## src/etqr_map.svh

```systemverilog
`ifndef ETQR_MAP_SVH
`define ETQR_MAP_SVH

// ---------------------------------------------------------------
// Register indices and byte addresses
// ---------------------------------------------------------------
`define ETQR_IDX_TAG_RULES 16'h1c0c
`define ETQR_IDX_PACE_Q01 16'h1c0d
`define ETQR_IDX_PACE_Q23 16'h1c0e
`define ETQR_ADDR_TAG_RULES (`ETQR_IDX_TAG_RULES * 16'h0004)
`define ETQR_ADDR_PACE_Q01 (`ETQR_IDX_PACE_Q01 * 16'h0004)
`define ETQR_ADDR_PACE_Q23 (`ETQR_IDX_PACE_Q23 * 16'h0004)

// ---------------------------------------------------------------
// Field layout and reset values
// ---------------------------------------------------------------
`define ETQR_PORT_FIELD_STRIDE 8
`define ETQR_PORT_FIELD_WIDTH 6
`define ETQR_PACE_LO_POS 0
`define ETQR_PACE_HI_POS 13
`define ETQR_PACE_WIDTH 13
`define ETQR_TAG_RULES_MASK 32'h003f3f3f
`define ETQR_PACE_MASK 32'h03ffffff
`define ETQR_TAG_RULES_RST 32'h00000000
`define ETQR_PACE_RST 32'h00000000

// ---------------------------------------------------------------
// Timing
// ---------------------------------------------------------------
`define ETQR_CLK_PERIOD_NS 40
`define ETQR_PACE_TICK_NS 20
`define ETQR_TICKS_PER_CLK (`ETQR_CLK_PERIOD_NS / `ETQR_PACE_TICK_NS)

`endif

```

## src/etqr_pkg.sv

```systemverilog
package etqr_pkg;

   // ---------------------------------------------------------------
   // Egress port type encodings
   // ---------------------------------------------------------------
   typedef enum logic [1:0] {
      ETQR_PT_DUMB = 2'h0,
      ETQR_PT_ACCESS = 2'h1,
      ETQR_PT_HYBRID = 2'h2,
      ETQR_PT_CPU = 2'h3
   } etqr_port_kind_type;

   // Tag found on the packet heading for a port
   typedef enum logic [1:0] {
      ETQR_TAG_NONE = 2'h0,
      ETQR_TAG_PRIO = 2'h1,
      ETQR_TAG_REGULAR = 2'h2,
      ETQR_TAG_SPECIAL = 2'h3
   } etqr_tag_kind_type;

   // Per-port control field, bit order matches the register byte
   typedef struct packed {
      logic insert_tag;
      logic change_vid;
      logic change_pri;
      logic change_tag;
      etqr_port_kind_type port_kind;
   } etqr_tag_cfg_type;

   // Packet facts offered by the egress datapath
   typedef struct packed {
      logic valid;
      etqr_tag_kind_type tag_kind;
      logic untag_bit;
   } etqr_pkt_info_type;

   // Tag action returned to the egress datapath
   typedef struct packed {
      logic valid;
      logic strip_tag;
      logic insert_tag;
      logic vid_from_ingress;
      logic vid_from_egress;
      logic pri_from_egress;
      logic add_source_tag;
   } etqr_tag_action_type;

endpackage

```

## src/etqr_egress_cfg.sv

```systemverilog
// The APB interface to the registers was left to the implementer.
`timescale 1ns/1ps
`include "etqr_map.svh"

module etqr_egress_cfg
   import etqr_pkg::*;
(
   input wire logic mclk_in,
   input wire logic sys_rst_in,
   input wire logic clk_en_in,
   input wire logic psel_in,
   input wire logic penable_in,
   input wire logic pwrite_in,
   input wire logic [15:0] paddr_in,
   input wire logic [31:0] pwdata_in,
   input wire logic [3:0] pstrb_in,
   output logic [31:0] prdata_out,
   output logic pready_out,
   output logic pslverr_out,
   input wire etqr_pkt_info_type [2:0] pkt_info_in,
   output etqr_tag_action_type [2:0] tag_action_out,
   output etqr_tag_cfg_type [2:0] tag_cfg_out,
   input wire logic [3:0] byte_sent_in,
   output logic [3:0] queue_ready_out
);

   // ---------------------------------------------------------------
   // Register storage
   // ---------------------------------------------------------------
   logic [31:0] tag_rules_r;
   logic [31:0] pace_q01_r;
   logic [31:0] pace_q23_r;
   logic [31:0] prdata_nxt;
   logic hit_nxt;
   logic setup_phase;
   logic write_take;
   logic [31:0] strobe_mask;

   // Setup cycle starts an answer; write lands on the access edge with pready high
   assign setup_phase = psel_in && !penable_in && !pready_out;
   assign write_take = psel_in && penable_in && pready_out && pwrite_in && !pslverr_out;
   assign strobe_mask = {{8{pstrb_in[3]}}, {8{pstrb_in[2]}}, {8{pstrb_in[1]}}, {8{pstrb_in[0]}}};

   // Read mux and address decode; reserved bits never stored, so they read zero
   always_comb begin
      hit_nxt = 1'b1;
      case (paddr_in)
         `ETQR_ADDR_TAG_RULES: prdata_nxt = tag_rules_r & `ETQR_TAG_RULES_MASK;
         `ETQR_ADDR_PACE_Q01: prdata_nxt = pace_q01_r & `ETQR_PACE_MASK;
         `ETQR_ADDR_PACE_Q23: prdata_nxt = pace_q23_r & `ETQR_PACE_MASK;
         default: begin
            prdata_nxt = 32'h00000000;
            hit_nxt = 1'b0;
         end
      endcase
   end

   // ---------------------------------------------------------------
   // APB answer: one wait-free access cycle, unmapped gives pslverr
   // ---------------------------------------------------------------
   always_ff @(posedge mclk_in or posedge sys_rst_in) begin
      if (sys_rst_in) begin
         pready_out <= 1'b0;
         pslverr_out <= 1'b0;
         prdata_out <= 32'h00000000;
      end else if (clk_en_in) begin
         pready_out <= setup_phase;
         pslverr_out <= setup_phase && !hit_nxt;
         prdata_out <= (setup_phase && !pwrite_in) ? prdata_nxt : 32'h00000000;
      end
   end

   // Tagging rule register; reserved lanes masked off on write
   always_ff @(posedge mclk_in or posedge sys_rst_in) begin
      if (sys_rst_in) begin
         tag_rules_r <= `ETQR_TAG_RULES_RST;
      end else if (clk_en_in && write_take && paddr_in == `ETQR_ADDR_TAG_RULES) begin
         tag_rules_r <= ((tag_rules_r & ~strobe_mask) | (pwdata_in & strobe_mask))
            & `ETQR_TAG_RULES_MASK;
      end
   end

   // Port 0 pace registers
   always_ff @(posedge mclk_in or posedge sys_rst_in) begin
      if (sys_rst_in) begin
         pace_q01_r <= `ETQR_PACE_RST;
         pace_q23_r <= `ETQR_PACE_RST;
      end else if (clk_en_in && write_take) begin
         if (paddr_in == `ETQR_ADDR_PACE_Q01) begin
            pace_q01_r <= ((pace_q01_r & ~strobe_mask) | (pwdata_in & strobe_mask)) & `ETQR_PACE_MASK;
         end
         if (paddr_in == `ETQR_ADDR_PACE_Q23) begin
            pace_q23_r <= ((pace_q23_r & ~strobe_mask) | (pwdata_in & strobe_mask)) & `ETQR_PACE_MASK;
         end
      end
   end

   // ---------------------------------------------------------------
   // Egress tag decision
   // ---------------------------------------------------------------
   function automatic etqr_tag_action_type decide(input etqr_tag_cfg_type cfg, input etqr_pkt_info_type pkt);
      etqr_tag_action_type act;
      act = '0;
      act.valid = pkt.valid;
      case (cfg.port_kind)
         ETQR_PT_DUMB: act.strip_tag = (pkt.tag_kind == ETQR_TAG_SPECIAL);
         ETQR_PT_ACCESS: act.strip_tag = (pkt.tag_kind != ETQR_TAG_NONE);
         ETQR_PT_HYBRID: begin
            // Untagged and regular packets use the per-port control bits; priority follows untag_bit only, special is always stripped
            case (pkt.tag_kind)
               ETQR_TAG_NONE: act.insert_tag = cfg.insert_tag && !pkt.untag_bit;
               ETQR_TAG_PRIO: begin
                  act.strip_tag = pkt.untag_bit;
                  act.vid_from_ingress = !pkt.untag_bit;
               end
               ETQR_TAG_REGULAR: begin
                  act.strip_tag = pkt.untag_bit;
                  act.vid_from_egress = !pkt.untag_bit && cfg.change_vid && cfg.change_tag;
                  act.pri_from_egress = !pkt.untag_bit && cfg.change_pri && cfg.change_tag;
               end
               default: act.strip_tag = 1'b1;
            endcase
         end
         ETQR_PT_CPU: act.add_source_tag = 1'b1;
         default: act = '0;
      endcase
      return act;
   endfunction

   // One decision stage per port; registered so the datapath sees clean levels
   genvar gp;
   generate
      for (gp = 0; gp < 3; gp++) begin : g_port
         always_ff @(posedge mclk_in or posedge sys_rst_in) begin
            if (sys_rst_in) begin
               tag_cfg_out[gp] <= '0;
               tag_action_out[gp] <= '0;
            end else if (clk_en_in) begin
               tag_cfg_out[gp] <= tag_rules_r[gp*`ETQR_PORT_FIELD_STRIDE +: `ETQR_PORT_FIELD_WIDTH];
               tag_action_out[gp] <= decide(
                  tag_rules_r[gp*`ETQR_PORT_FIELD_STRIDE +: `ETQR_PORT_FIELD_WIDTH], pkt_info_in[gp]);
            end
         end
      end
   endgenerate

   // ---------------------------------------------------------------
   // Port 0 queue pacing
   // ---------------------------------------------------------------
   // Elapsed time is kept in 20 ns ticks; two ticks pass per clock, so an
   // odd interval rounds up to the next whole clock
   logic [12:0] pace_val [3:0];
   logic [13:0] elapsed_r [3:0];
   assign pace_val[0] = pace_q01_r[`ETQR_PACE_LO_POS +: `ETQR_PACE_WIDTH];
   assign pace_val[1] = pace_q01_r[`ETQR_PACE_HI_POS +: `ETQR_PACE_WIDTH];
   assign pace_val[2] = pace_q23_r[`ETQR_PACE_LO_POS +: `ETQR_PACE_WIDTH];
   assign pace_val[3] = pace_q23_r[`ETQR_PACE_HI_POS +: `ETQR_PACE_WIDTH];

   genvar gq;
   generate
      for (gq = 0; gq < 4; gq++) begin : g_queue
         logic [14:0] elapsed_sum;
         assign elapsed_sum = {1'b0, elapsed_r[gq]} + 15'(`ETQR_TICKS_PER_CLK);
         always_ff @(posedge mclk_in or posedge sys_rst_in) begin
            if (sys_rst_in) begin
               elapsed_r[gq] <= 14'h3fff;
               queue_ready_out[gq] <= 1'b1;
            end else if (clk_en_in) begin
               if (byte_sent_in[gq]) begin
                  elapsed_r[gq] <= 14'h0000;
                  queue_ready_out[gq] <= 1'b0;
               end else begin
                  // Saturate so a long idle queue stays ready
                  elapsed_r[gq] <= elapsed_sum[14] ? 14'h3fff : elapsed_sum[13:0];
                  queue_ready_out[gq] <= elapsed_sum >= ({2'b00, pace_val[gq]} + 15'h0001);
               end
            end
         end

      end
   endgenerate
endmodule // etqr_egress_cfg

```

## config.mk

```make
export PLATFORM = sky130hd
export DESIGN_NAME = etqr_egress_cfg
export DESIGN_NICKNAME = d
export VERILOG_FILES = /design/src/etqr_pkg.sv /design/src/etqr_egress_cfg.sv
export VERILOG_INCLUDE_DIRS = /design/src /design/src/src
export SDC_FILE = /design/constraint.sdc
export NUM_CORES = 1
export LEC_CHECK = 0
export ABC_CLOCK_PERIOD_IN_PS = 12500
export BUFFER_PORTS_ARGS = -buffer_cell sky130_fd_sc_hd__buf_4
export CORE_MARGIN = 2
export CORE_UTILIZATION = 38
export DETAILED_ROUTE_END_ITERATION = 8
export MAX_ROUTING_LAYER = met4
export PLACE_DENSITY_LB_ADDON = 0.25
export SLEW_MARGIN = 20
export SYNTH_ARGS = -nofsm -noshare
export SYNTH_HDL_FRONTEND = slang
export SYNTH_SLANG_ARGS = --single-unit
```

## constraint.sdc

```tcl
create_clock -name mclk_in -period 12.5 [get_ports mclk_in]
set_input_delay 0.625 -clock mclk_in [delete_from_list [all_inputs] [get_ports mclk_in]]
set_output_delay 0.625 -clock mclk_in [all_outputs]
set_load 0.02 [all_outputs]
```

[Word level (Yosys, flattened, before mapping)]
Cells that the tools add are included.
W data, S select, Z words.
Cells by class
  add/sub/neg operators: 8
  $lt $le $gt $ge: 4
  eq/ne operators: 21
  muxes and demuxes: 36
  bitwise logic cells: 8
  reductions and logical operators: 48
Operators by type and width (count)
  $mux W14: 8
  $and A26 B26 Y26: 3
  $pmux W26 S3: 1
  $add A14 B2 Y15 const B: 4
  $ge A15 B14 Y1: 4
  $add A13 B1 Y14 const B: 4
  $or A26 B26 Y26: 2
  $eq A16 B15 Y1 const B: 3
  $mux W32: 1
  $not A26 Y26: 1
  $logic_and A1 B1 Y1: 25
  $eq A2 B2 Y1 const B: 12
  $and A22 B22 Y22: 1
  $or A22 B22 Y22: 1
  $mux W1: 14
  $eq A2 B1 Y1 const B: 6
  $logic_not A2 Y1: 6
  $mux W4: 3
  $pmux W1 S3: 3
  $logic_not A1 Y1: 8
  $mux W2: 3
  $pmux W1 S2: 3
  $reduce_bool A2 Y1: 3
  $reduce_or A2 Y1: 3
  2 further kinds: 3
Storage, ports and cells
  bits in registers: 203
  input bits: 74
  logic and storage cells: 175

[Logic depth before layout (Yosys ltp)]
Gate-level depths: netlist of the first run.
  depth after elaboration: 6
  mapped depth: 12

[Least setup slack after synthesis of the first run]
No wires, ideal clock.
  kind: register to register
  start point: register elapsed_r[45] (netlist name)
  end point: register queue_ready_out[3]
  library setup time: 83 ps
  arrival: 2491 ps
  data required time: 12417 ps
  slack: 9926 ps
  cell stages (with the launch flop): 12
  path through: dfstp_2 and3_1 clkbuf_1 and3_1 clkbuf_1 and2_1 xor2_1 ha_1 a21o_1 a21oi_1 a31oi_1 a221o_1
On the way
  cells in the longest elaborated chain, start to end: 3
Ends and longest elaborated chain
  start, declared: line etqr_egress_cfg.sv:153  | logic [13:0] elapsed_r [3:0];
  start signal, assigned by index: line etqr_egress_cfg.sv:174  | elapsed_r[gq] <= elapsed_sum[14] ? 14'h3fff : elapsed_sum[13:0];
  $add A14 B2 Y15: line etqr_egress_cfg.sv:163  | assign elapsed_sum = {1'b0, elapsed_r[gq]} + 15'(`ETQR_TICKS_PER_CLK);
  $ge A15 B14 Y1: line etqr_egress_cfg.sv:175  | queue_ready_out[gq] <= elapsed_sum >= ({2'b00, pace_val[gq]} + 15'h0001);
  $mux W1: line etqr_egress_cfg.sv:169  | if (byte_sent_in[gq]) begin
  end signal, assigned by index: line etqr_egress_cfg.sv:175
  end, declared: line etqr_egress_cfg.sv:24  | output logic [3:0] queue_ready_out
No other way between the ends.
A chain may end at the register's enable or synchronous reset.

==> flow_metrics.env, run 1 <==
export IMPL_cts_resized_gates=0
export IMPL_grt_busiest_layer="met2"
export IMPL_routed_wirelength_um=29310
export IMPL_skew_ns=0.01547
export IMPL_antenna_cells=0
export IMPL_post_route_period_util_pct=28.38
export IMPL_hold_class="in -> async"
export IMPL_ys_flop_type="dfrtp_1"
export IMPL_wire_per_inst_um=18.27
export IMPL_num_vias=8860
export IMPL_synth_top_family_by_area="compound AO/OA/AOI/OAI gates"
export IMPL_worstPathRequired_ns=12.83
export IMPL_ys_seq_area_share_pct=43.86
export IMPL_synth_compound_area_share_pct=15.52
export IMPL_ys_seq_elements=197
export IMPL_peakVddDrop_uv=74.02
export IMPL_hpwl_um=21170
export IMPL_muxShareOfSynthArea_pct=9.539
export IMPL_first_pass_iters=5
export IMPL_dieArea_um2=31430
export IMPL_synth_area_um2=11410
export IMPL_synth_largest_area_cell="dfrtp_1"
export IMPL_worstSkewPairLatency_ns=0.45
export IMPL_hold_viol=0
export IMPL_startpoint_type="input port"
export IMPL_fmax_mhz=281.9
export IMPL_path_max_fanout=60
export IMPL_synth_distinct_cells=63
export IMPL_grt_pass1_vias=8896
export IMPL_maxSlewHeadroom_pct=27.94
export IMPL_die_y_um=177.3
export IMPL_cts_buffers=17
export IMPL_r2r_cells=9
export IMPL_power_density_nw_per_um2=101.9
export IMPL_leakage_uw=0.006064
export IMPL_r2r_start="elapsed_r[34]$_DFFE_PP1P_"
export IMPL_clkSinkCount=197
export IMPL_synth_xor_area_share_pct=6.754
export IMPL_grt_use_total_pct=19.98
export IMPL_clk_pin_slew_ns=0.07
export IMPL_cts_setup_buffers=0
export IMPL_drtAntennaViolNets=0
export IMPL_vias_per_cell=5.524
export IMPL_htree_levels=4
export IMPL_cts_buffer_depth=2
export IMPL_synthSimpleGateAreaFrac_pct=12.21
export IMPL_final_util_pct=44.97
export IMPL_setup_tns_ns=0
export IMPL_place_congestion=0.8218
export IMPL_ios=151
export IMPL_core_um2=29640
export IMPL_grt_overflow_total=0
export IMPL_ff2ff_setup_slack_ns=9.54
export IMPL_start_util_pct=38.50
export IMPL_path_class="in -> reg"
export IMPL_arrival_ns=3.88
export IMPL_outcome="finished clean"
export IMPL_maxCapViolations=0
export IMPL_met2_usage_pct=30.04
export IMPL_maxSlewViolCount=0
export IMPL_numPortBuffers=138
export IMPL_die_w_um=177.3
export IMPL_yosysWarnings=0
export IMPL_drive_gt1_share_pct=29.16
export IMPL_grt_util_met3_pct=4.434
export IMPL_synth_largest_type_area_fraction_pct=30.04
export IMPL_grt_pass1_wl_um=47820
export IMPL_fin_nets=1352
export IMPL_rsz0062_at_grt="false"
export IMPL_root_buffer="clkbuf_16"
export IMPL_postSynthAreaPerCell_um2=10.53
export IMPL_end_kind="flip-flop"
export IMPL_synth_edf_count=0
export IMPL_synth_async_reset_ratio_pct=100.0
export IMPL_tightestPinTransition_ns=1.073
export IMPL_finalSetupViolCount=0
export IMPL_worst_r2r_endpoint="queue_ready_out[2]$_DFFE_PP1P_"
export IMPL_use_met1_pct=27.42
export IMPL_area_growth_pct=16.81
export IMPL_drt_iter0_markers=686
export IMPL_ctsHoldBuffers=0
export IMPL_antenna_found_initial=0
export IMPL_synthTopCellsByArea="dfrtp_1 30%, dfstp_2 14%, mux2_2 9.3%, ha_1 8.3%, xor2_1 3.5%"
export IMPL_postSynthCellCount=1084
export IMPL_drc=0
export IMPL_fillerInstances=2909
export IMPL_grt_max_degree=126
export IMPL_rows=63
export IMPL_finalCriticalPeriod_ns=3.547
export IMPL_synthAdderAreaFrac_pct=8.333
export IMPL_cts_tree="done"
## kinds of logic (layout without fill, tap and decap cells)
group | Yosys count | after routing
muxes | 97 | 97
xor gates and xnor gates | 88 | 88
and+or+nand+nor | 265 | 265
AOI/OAI and AO/OA | 260 | 260
adders and majority gates | 76 | 76
buffers and inverters | 100 | 225
other | 1 | 6
DFF | 197 | 197
## worst max-delay path, cell delays in order
cell and delay [ns]:
buf_4 0.51, inv_2 0.52, nor3_1 0.99, nand4_1 0.71
mux2_2 0.49
## worst max path at each step
stage	start	endpoint	slack, ns	depth (start not counted)
finish	clk_en_in	flip-flop	8.95	5
global route	clk_en_in	flip-flop	8.73	5
CTS	clk_en_in	flip-flop	8.98	5
detailed placement	clk_en_in	flip-flop	8.51	5
global placement	clk_en_in	flip-flop	8.55	5
floorplan	sys_rst_in	async pin	6.61	1
## metal layers
metal	up-vias	wire (um)
met4	0	378
met5	-	0
met2	217	13130
met3	24	1567
li1	4216	-
met1	4403	14230
## final cells by class
class | instances | area, um2 | area share, %
multi-input combinational | 792 | 6012 | 45.10
inverter | 50 | 195.2 | 1.464
clock inverter | 11 | 91.34 | 0.6853
timing repair buffer | 144 | 1081 | 8.110
clock buffer | 20 | 456.7 | 3.426
tap | 390 | 488.0 | 3.661
sequential | 197 | 5005 | 37.55
## metrics by stage
| stage | area (um2) | setup slack [ns] | cells | hold WS [ns] | power (uW) |
|---|---|---|---|---|---|
| after floorplan | 11430 | 6.605 | 1089 | 0.4552 | 780.8 |
| after global placement | 12780 | 8.549 | 1573 | 0.4705 | 833.0 |
| after detailed placement | 12780 | 8.510 | 1573 | 0.4729 | 837.1 |
| after CTS | 13330 | 8.979 | 1604 | 0.3833 | 1373 |
| after global routing | 13330 | 8.728 | 1604 | 0.3910 | 1418 |
| final | 13330 | 8.953 | 1604 | 0.3261 | 1358 |
## cells in the final DEF, fill, tap and decap left out, types with 17 or more instances in the layout
master and n:
buf_4 144, dfrtp_1 137, mux2_2 94, ha_1 76, a21oi_1 64, dfstp_2 60
nand2_1 55, nand3_1 51, inv_1 48, xor2_1 46, nor2_1 44, a22oi_1 44
xnor2_1 42, o21ai_0 34, and3_1 33, nand4_1 26, clkbuf_16 17
## where the power goes
group / total [uW] / switching, uW / internal, uW
Combinational: 148 / 83.5 / 64.8
Sequential: 676 / 15.2 / 661
Clock: 534 / 266 / 269
Total: 1360 / 364 / 994
## synth_stat cells (all sizes together) (4+ instances only)
library cell  number
clkbuf            32
o221a              8
a21oi             64
mux2              94
nor3               6
xor2              46
nor3b              4
a2bb2oi            4
nand2b             8
nand4             26
buf               18
a22o               9
and3              33
and2               7
o22a               5
nor2b              5
o31ai              4
dfstp             60
xnor2             42
nor2              44
a22oi             44
a31oi             10
a211oi             4
dfrtp            137
nand2             55
a31o              12
o211ai             7
nand3             51
and4               6
ha                76
o21ai             46
o2bb2ai           13
nor4               7
o21a               8
a21o               9
inv               50
(Power assumes the default switching activity.)
==> run 2, diff against run 1 <==
--- a/config.mk
+++ b/config.mk
@@ -6,7 +6,8 @@
 export SDC_FILE = /design/constraint.sdc
 export NUM_CORES = 1
 export LEC_CHECK = 0
-export ABC_CLOCK_PERIOD_IN_PS = 12500
+export ABC_AREA = 1
+export ABC_CLOCK_PERIOD_IN_PS = 3000
 export BUFFER_PORTS_ARGS = -buffer_cell sky130_fd_sc_hd__buf_4
 export CORE_MARGIN = 2
 export CORE_UTILIZATION = 38
==> constraint.sdc (replaced) <==
create_clock -name mclk_in -period 3 [get_ports mclk_in]
set_input_delay 0.15 -clock mclk_in [delete_from_list [all_inputs] [get_ports mclk_in]]
set_output_delay 0.15 -clock mclk_in [all_outputs]
set_load 0.02 [all_outputs]
==> flow_metrics.env, run 2 <==
export IMPL_outcome="finished clean"
export IMPL_fmax_mhz=373.8
export IMPL_cts_buffers=17
export IMPL_grt_pass1_vias=10500
export IMPL_synth_largest_type_area_fraction_pct=28.31
export IMPL_grt_pass1_wl_um=53780
export IMPL_vias_per_cell=4.992
export IMPL_antenna_found_initial=0
export IMPL_tightestPinTransition_ns=0.9020
export IMPL_placedInstanceArea_um2=13530
export IMPL_synthTopCellsByArea="dfrtp_1 28%, nand2_1 14%, dfstp_2 13%, ha_1 7.9%, nand3_1 6.1%"
export IMPL_slowest_delay_ns=0.54
export IMPL_cts_setup_buffers=0
export IMPL_yosysWarnings=0
export IMPL_skew_ns=0.01544
export IMPL_ys_seq_area_share_pct=41.32
export IMPL_num_vias=10670
export IMPL_synth_compound_area_share_pct=10.15
export IMPL_worstPathRequired_ns=3.37
export IMPL_crit_slowest_cell="dfstp_2"
export IMPL_crit_chain="ha_1 -> nand2_1 -> nor2_1 -> nand2_1 -> o21ai_0 -> nand2_1 -> ha_1 -> nand2_1 -> nor2_1 -> nand3_1 -> o21ai_0 -> nor2_1 -> nand2_1 -> nand2_1 -> nand2_1"
export IMPL_start_util_pct=38.48
export IMPL_antenna_cells=0
export IMPL_synth_area_um2=12110
export IMPL_ys_flop_type="dfrtp_1"
export IMPL_first_pass_iters=5
export IMPL_synth_async_reset_ratio_pct=100.0
export IMPL_routed_wirelength_um=32560
export IMPL_hold_start="pwdata_in[21]"
export IMPL_htree_levels=4
export IMPL_fin_nets=1872
export IMPL_rsz0062_at_grt="false"
export IMPL_finalCriticalPeriod_ns=2.675
export IMPL_synth_xor_area_share_pct=4.773
export IMPL_postSynthCellCount=1580
export IMPL_crit_top_cell="nand2_1"
export IMPL_ios=151
export IMPL_synthAdderAreaFrac_pct=7.851
export IMPL_maxSlewHeadroom_pct=39.65
export IMPL_clk_pin_slew_ns=0.07
export IMPL_root_buffer="clkbuf_16"
export IMPL_worstSkewPairLatency_ns=0.44
export IMPL_numPortBuffers=138
export IMPL_hold_depth=3
export IMPL_setup_tns_ns=0
export IMPL_synth_largest_area_cell="dfrtp_1"
export IMPL_rows=65
export IMPL_dieArea_um2=33320
export IMPL_drive_gt1_share_pct=16.20
export IMPL_cp_top_family="simple AND/OR/NAND/NOR gates"
export IMPL_clkSinkCount=197
export IMPL_setup_ws_ns=0.3248
export IMPL_finalSetupViolCount=0
export IMPL_drt_iter0_markers=669
export IMPL_grt_use_total_pct=20.62
export IMPL_maxCapViolations=0
export IMPL_wire_per_inst_um=15.23
export IMPL_area_growth_pct=18.58
export IMPL_final_cell_mix="458 x nand2_1, 175 x inv_1, 151 x buf_4"
export IMPL_synth_distinct_cells=41
export IMPL_synthSimpleGateAreaFrac_pct=27.95
export IMPL_core_um2=31470
export IMPL_r2r_cells=15
export IMPL_die_y_um=182.5
export IMPL_arrival_ns=3.05
export IMPL_ff2ff_setup_slack_ns=0.32
export IMPL_cts_buffer_depth=2
export IMPL_synth_top_family_by_area="simple AND/OR/NAND/NOR gates"
export IMPL_synthTopCellsByCount="458 x nand2_1, 176 x inv_1, 147 x nand3_1"
export IMPL_maxSlewViolCount=0
export IMPL_synth_edf_count=0
export IMPL_ys_seq_elements=197
export IMPL_yosysMostFrequentCell="nand2_1"
export IMPL_drtAntennaViolNets=0
export IMPL_post_route_period_util_pct=89.17
export IMPL_startpoint_type="flip-flop"
export IMPL_grt_max_degree=112
export IMPL_design_area_um2=14360
export IMPL_hold_viol=0
export IMPL_cts_tree="done"
export IMPL_end_kind="flip-flop"
export IMPL_path_buf_inv=0
export IMPL_final_common_cell="nand2_1"
export IMPL_r2r_start="elapsed_r[16]$_DFFE_PP1P_"
export IMPL_postSynthAreaPerCell_um2=7.666
export IMPL_muxShareOfSynthArea_pct=0
export IMPL_hpwl_um=24230
export IMPL_path_class="reg -> reg"
export IMPL_peakVddDrop_uv=441.9
export IMPL_path_max_fanout=5
export IMPL_dp_slack_ns=0.3316
export IMPL_grt_overflow_total=0
export IMPL_worst_r2r_endpoint="queue_ready_out[1]$_DFFE_PP1P_"
export IMPL_hold_class="in -> reg"
export IMPL_die_w_um=182.5
export IMPL_place_congestion=0.8665
export IMPL_drc=0
export IMPL_power_density_nw_per_um2=403.3
export IMPL_leakage_uw=0.006978
[run 2: cell types whose count changed after synthesis, sizes merged, moves of 13 or more]
cell     previous run  this run
nand2              55       458
o21ai              46       180
inv                50       177
nand3              51       156
mux2               94         0
nor2               44        96
a22oi              44         0
a21oi              64        33
and3               33         2
xnor2              42        16
nor3                6        31
buf                18        31
o2bb2ai            13         0
[run 2: timing repair]
item                                   CTS  global route
resized for setup                        0             0
hold buffers                            22             0
endpoints found under the hold margin  145             0
[run 2: power by group]
| group | total [uW] | internal (uW) | leakage (uW) | switching (uW) |
|---|---|---|---|---|
| registers | 2770 | 2730 | 0.00252 | 39.7 |
| clock network | 2430 | 1360 | 0.000289 | 1070 |
| logic | 596 | 227 | 0.00417 | 369 |
| total | 5790 | 4310 | 0.00698 | 1480 |
[run 2: how the worst max path moves through the flow]
stage / startpoint / to / slack [ns] / depth (start not counted)
2_1_floorplan: sys_rst_in / async pin / 0.35 / 1
3_3_place_gp: elapsed_r[43]$_DFFE_PP1P_ / queue_ready_out[3]$_DFFE_PP1P_ / 0.44 / 16
3_5_place_dp: elapsed_r[16]$_DFFE_PP1P_ / queue_ready_out[1]$_DFFE_PP1P_ / 0.33 / 15
4_1_cts: elapsed_r[16]$_DFFE_PP1P_ / queue_ready_out[1]$_DFFE_PP1P_ / 0.30 / 15
5_1_grt: elapsed_r[16]$_DFFE_PP1P_ / queue_ready_out[1]$_DFFE_PP1P_ / 0.004 / 15
6_report: elapsed_r[16]$_DFFE_PP1P_ / queue_ready_out[1]$_DFFE_PP1P_ / 0.32 / 15
[run 2: logic make-up after synthesis]
group / Yosys count
buffers and inverters: 234
flip-flops: 197
adder cells (fa/ha/maj): 76
XOR/XNOR: 66
other: 1
AND/OR/NAND/NOR: 780
AO/OA/AOI/OAI: 226
[run 2: cell type report]
class,instances,area (um2)
clock buffer,21,460.4
tap,402,503.0
timing repair buffer,175,1394
multi-input combinational,1154,6183
fill,3107,17110
sequential,197,5005
inverter,177,669.4
clock inverter,11,147.6
[run 2: worst min-delay path, delay by kind of cell]
kind	cells	cell delay, ns
AO/OA/AOI/OAI	1	0.12
buffers and inverters	2	0.14
[run 2: per-stage QoR]
step | total power [uW] | utilization (%) | hold slack, ns | cells
after CTS | 5867 | 45.63 | 0.001925 | 2137
after floorplan | 3153 | - | 0.2053 | 1585
after global routing | 6022 | 45.63 | 0.02429 | 2137
after detailed placement | 3394 | 43.00 | 0.3070 | 2083
final | 5792 | 45.63 | 0.01859 | 2137
after global placement | 3386 | 43.00 | 0.3010 | 2083
[run 2: layer usage]
layer  global-route usage [%]  routed length (um)  up-vias
li1                         -                   -     5400
met1                    27.05               15490     5030
met2                    33.76               15430      212
met3                    3.013                1171       25
met4                    4.903                 468        0
met5                        -                   0        -
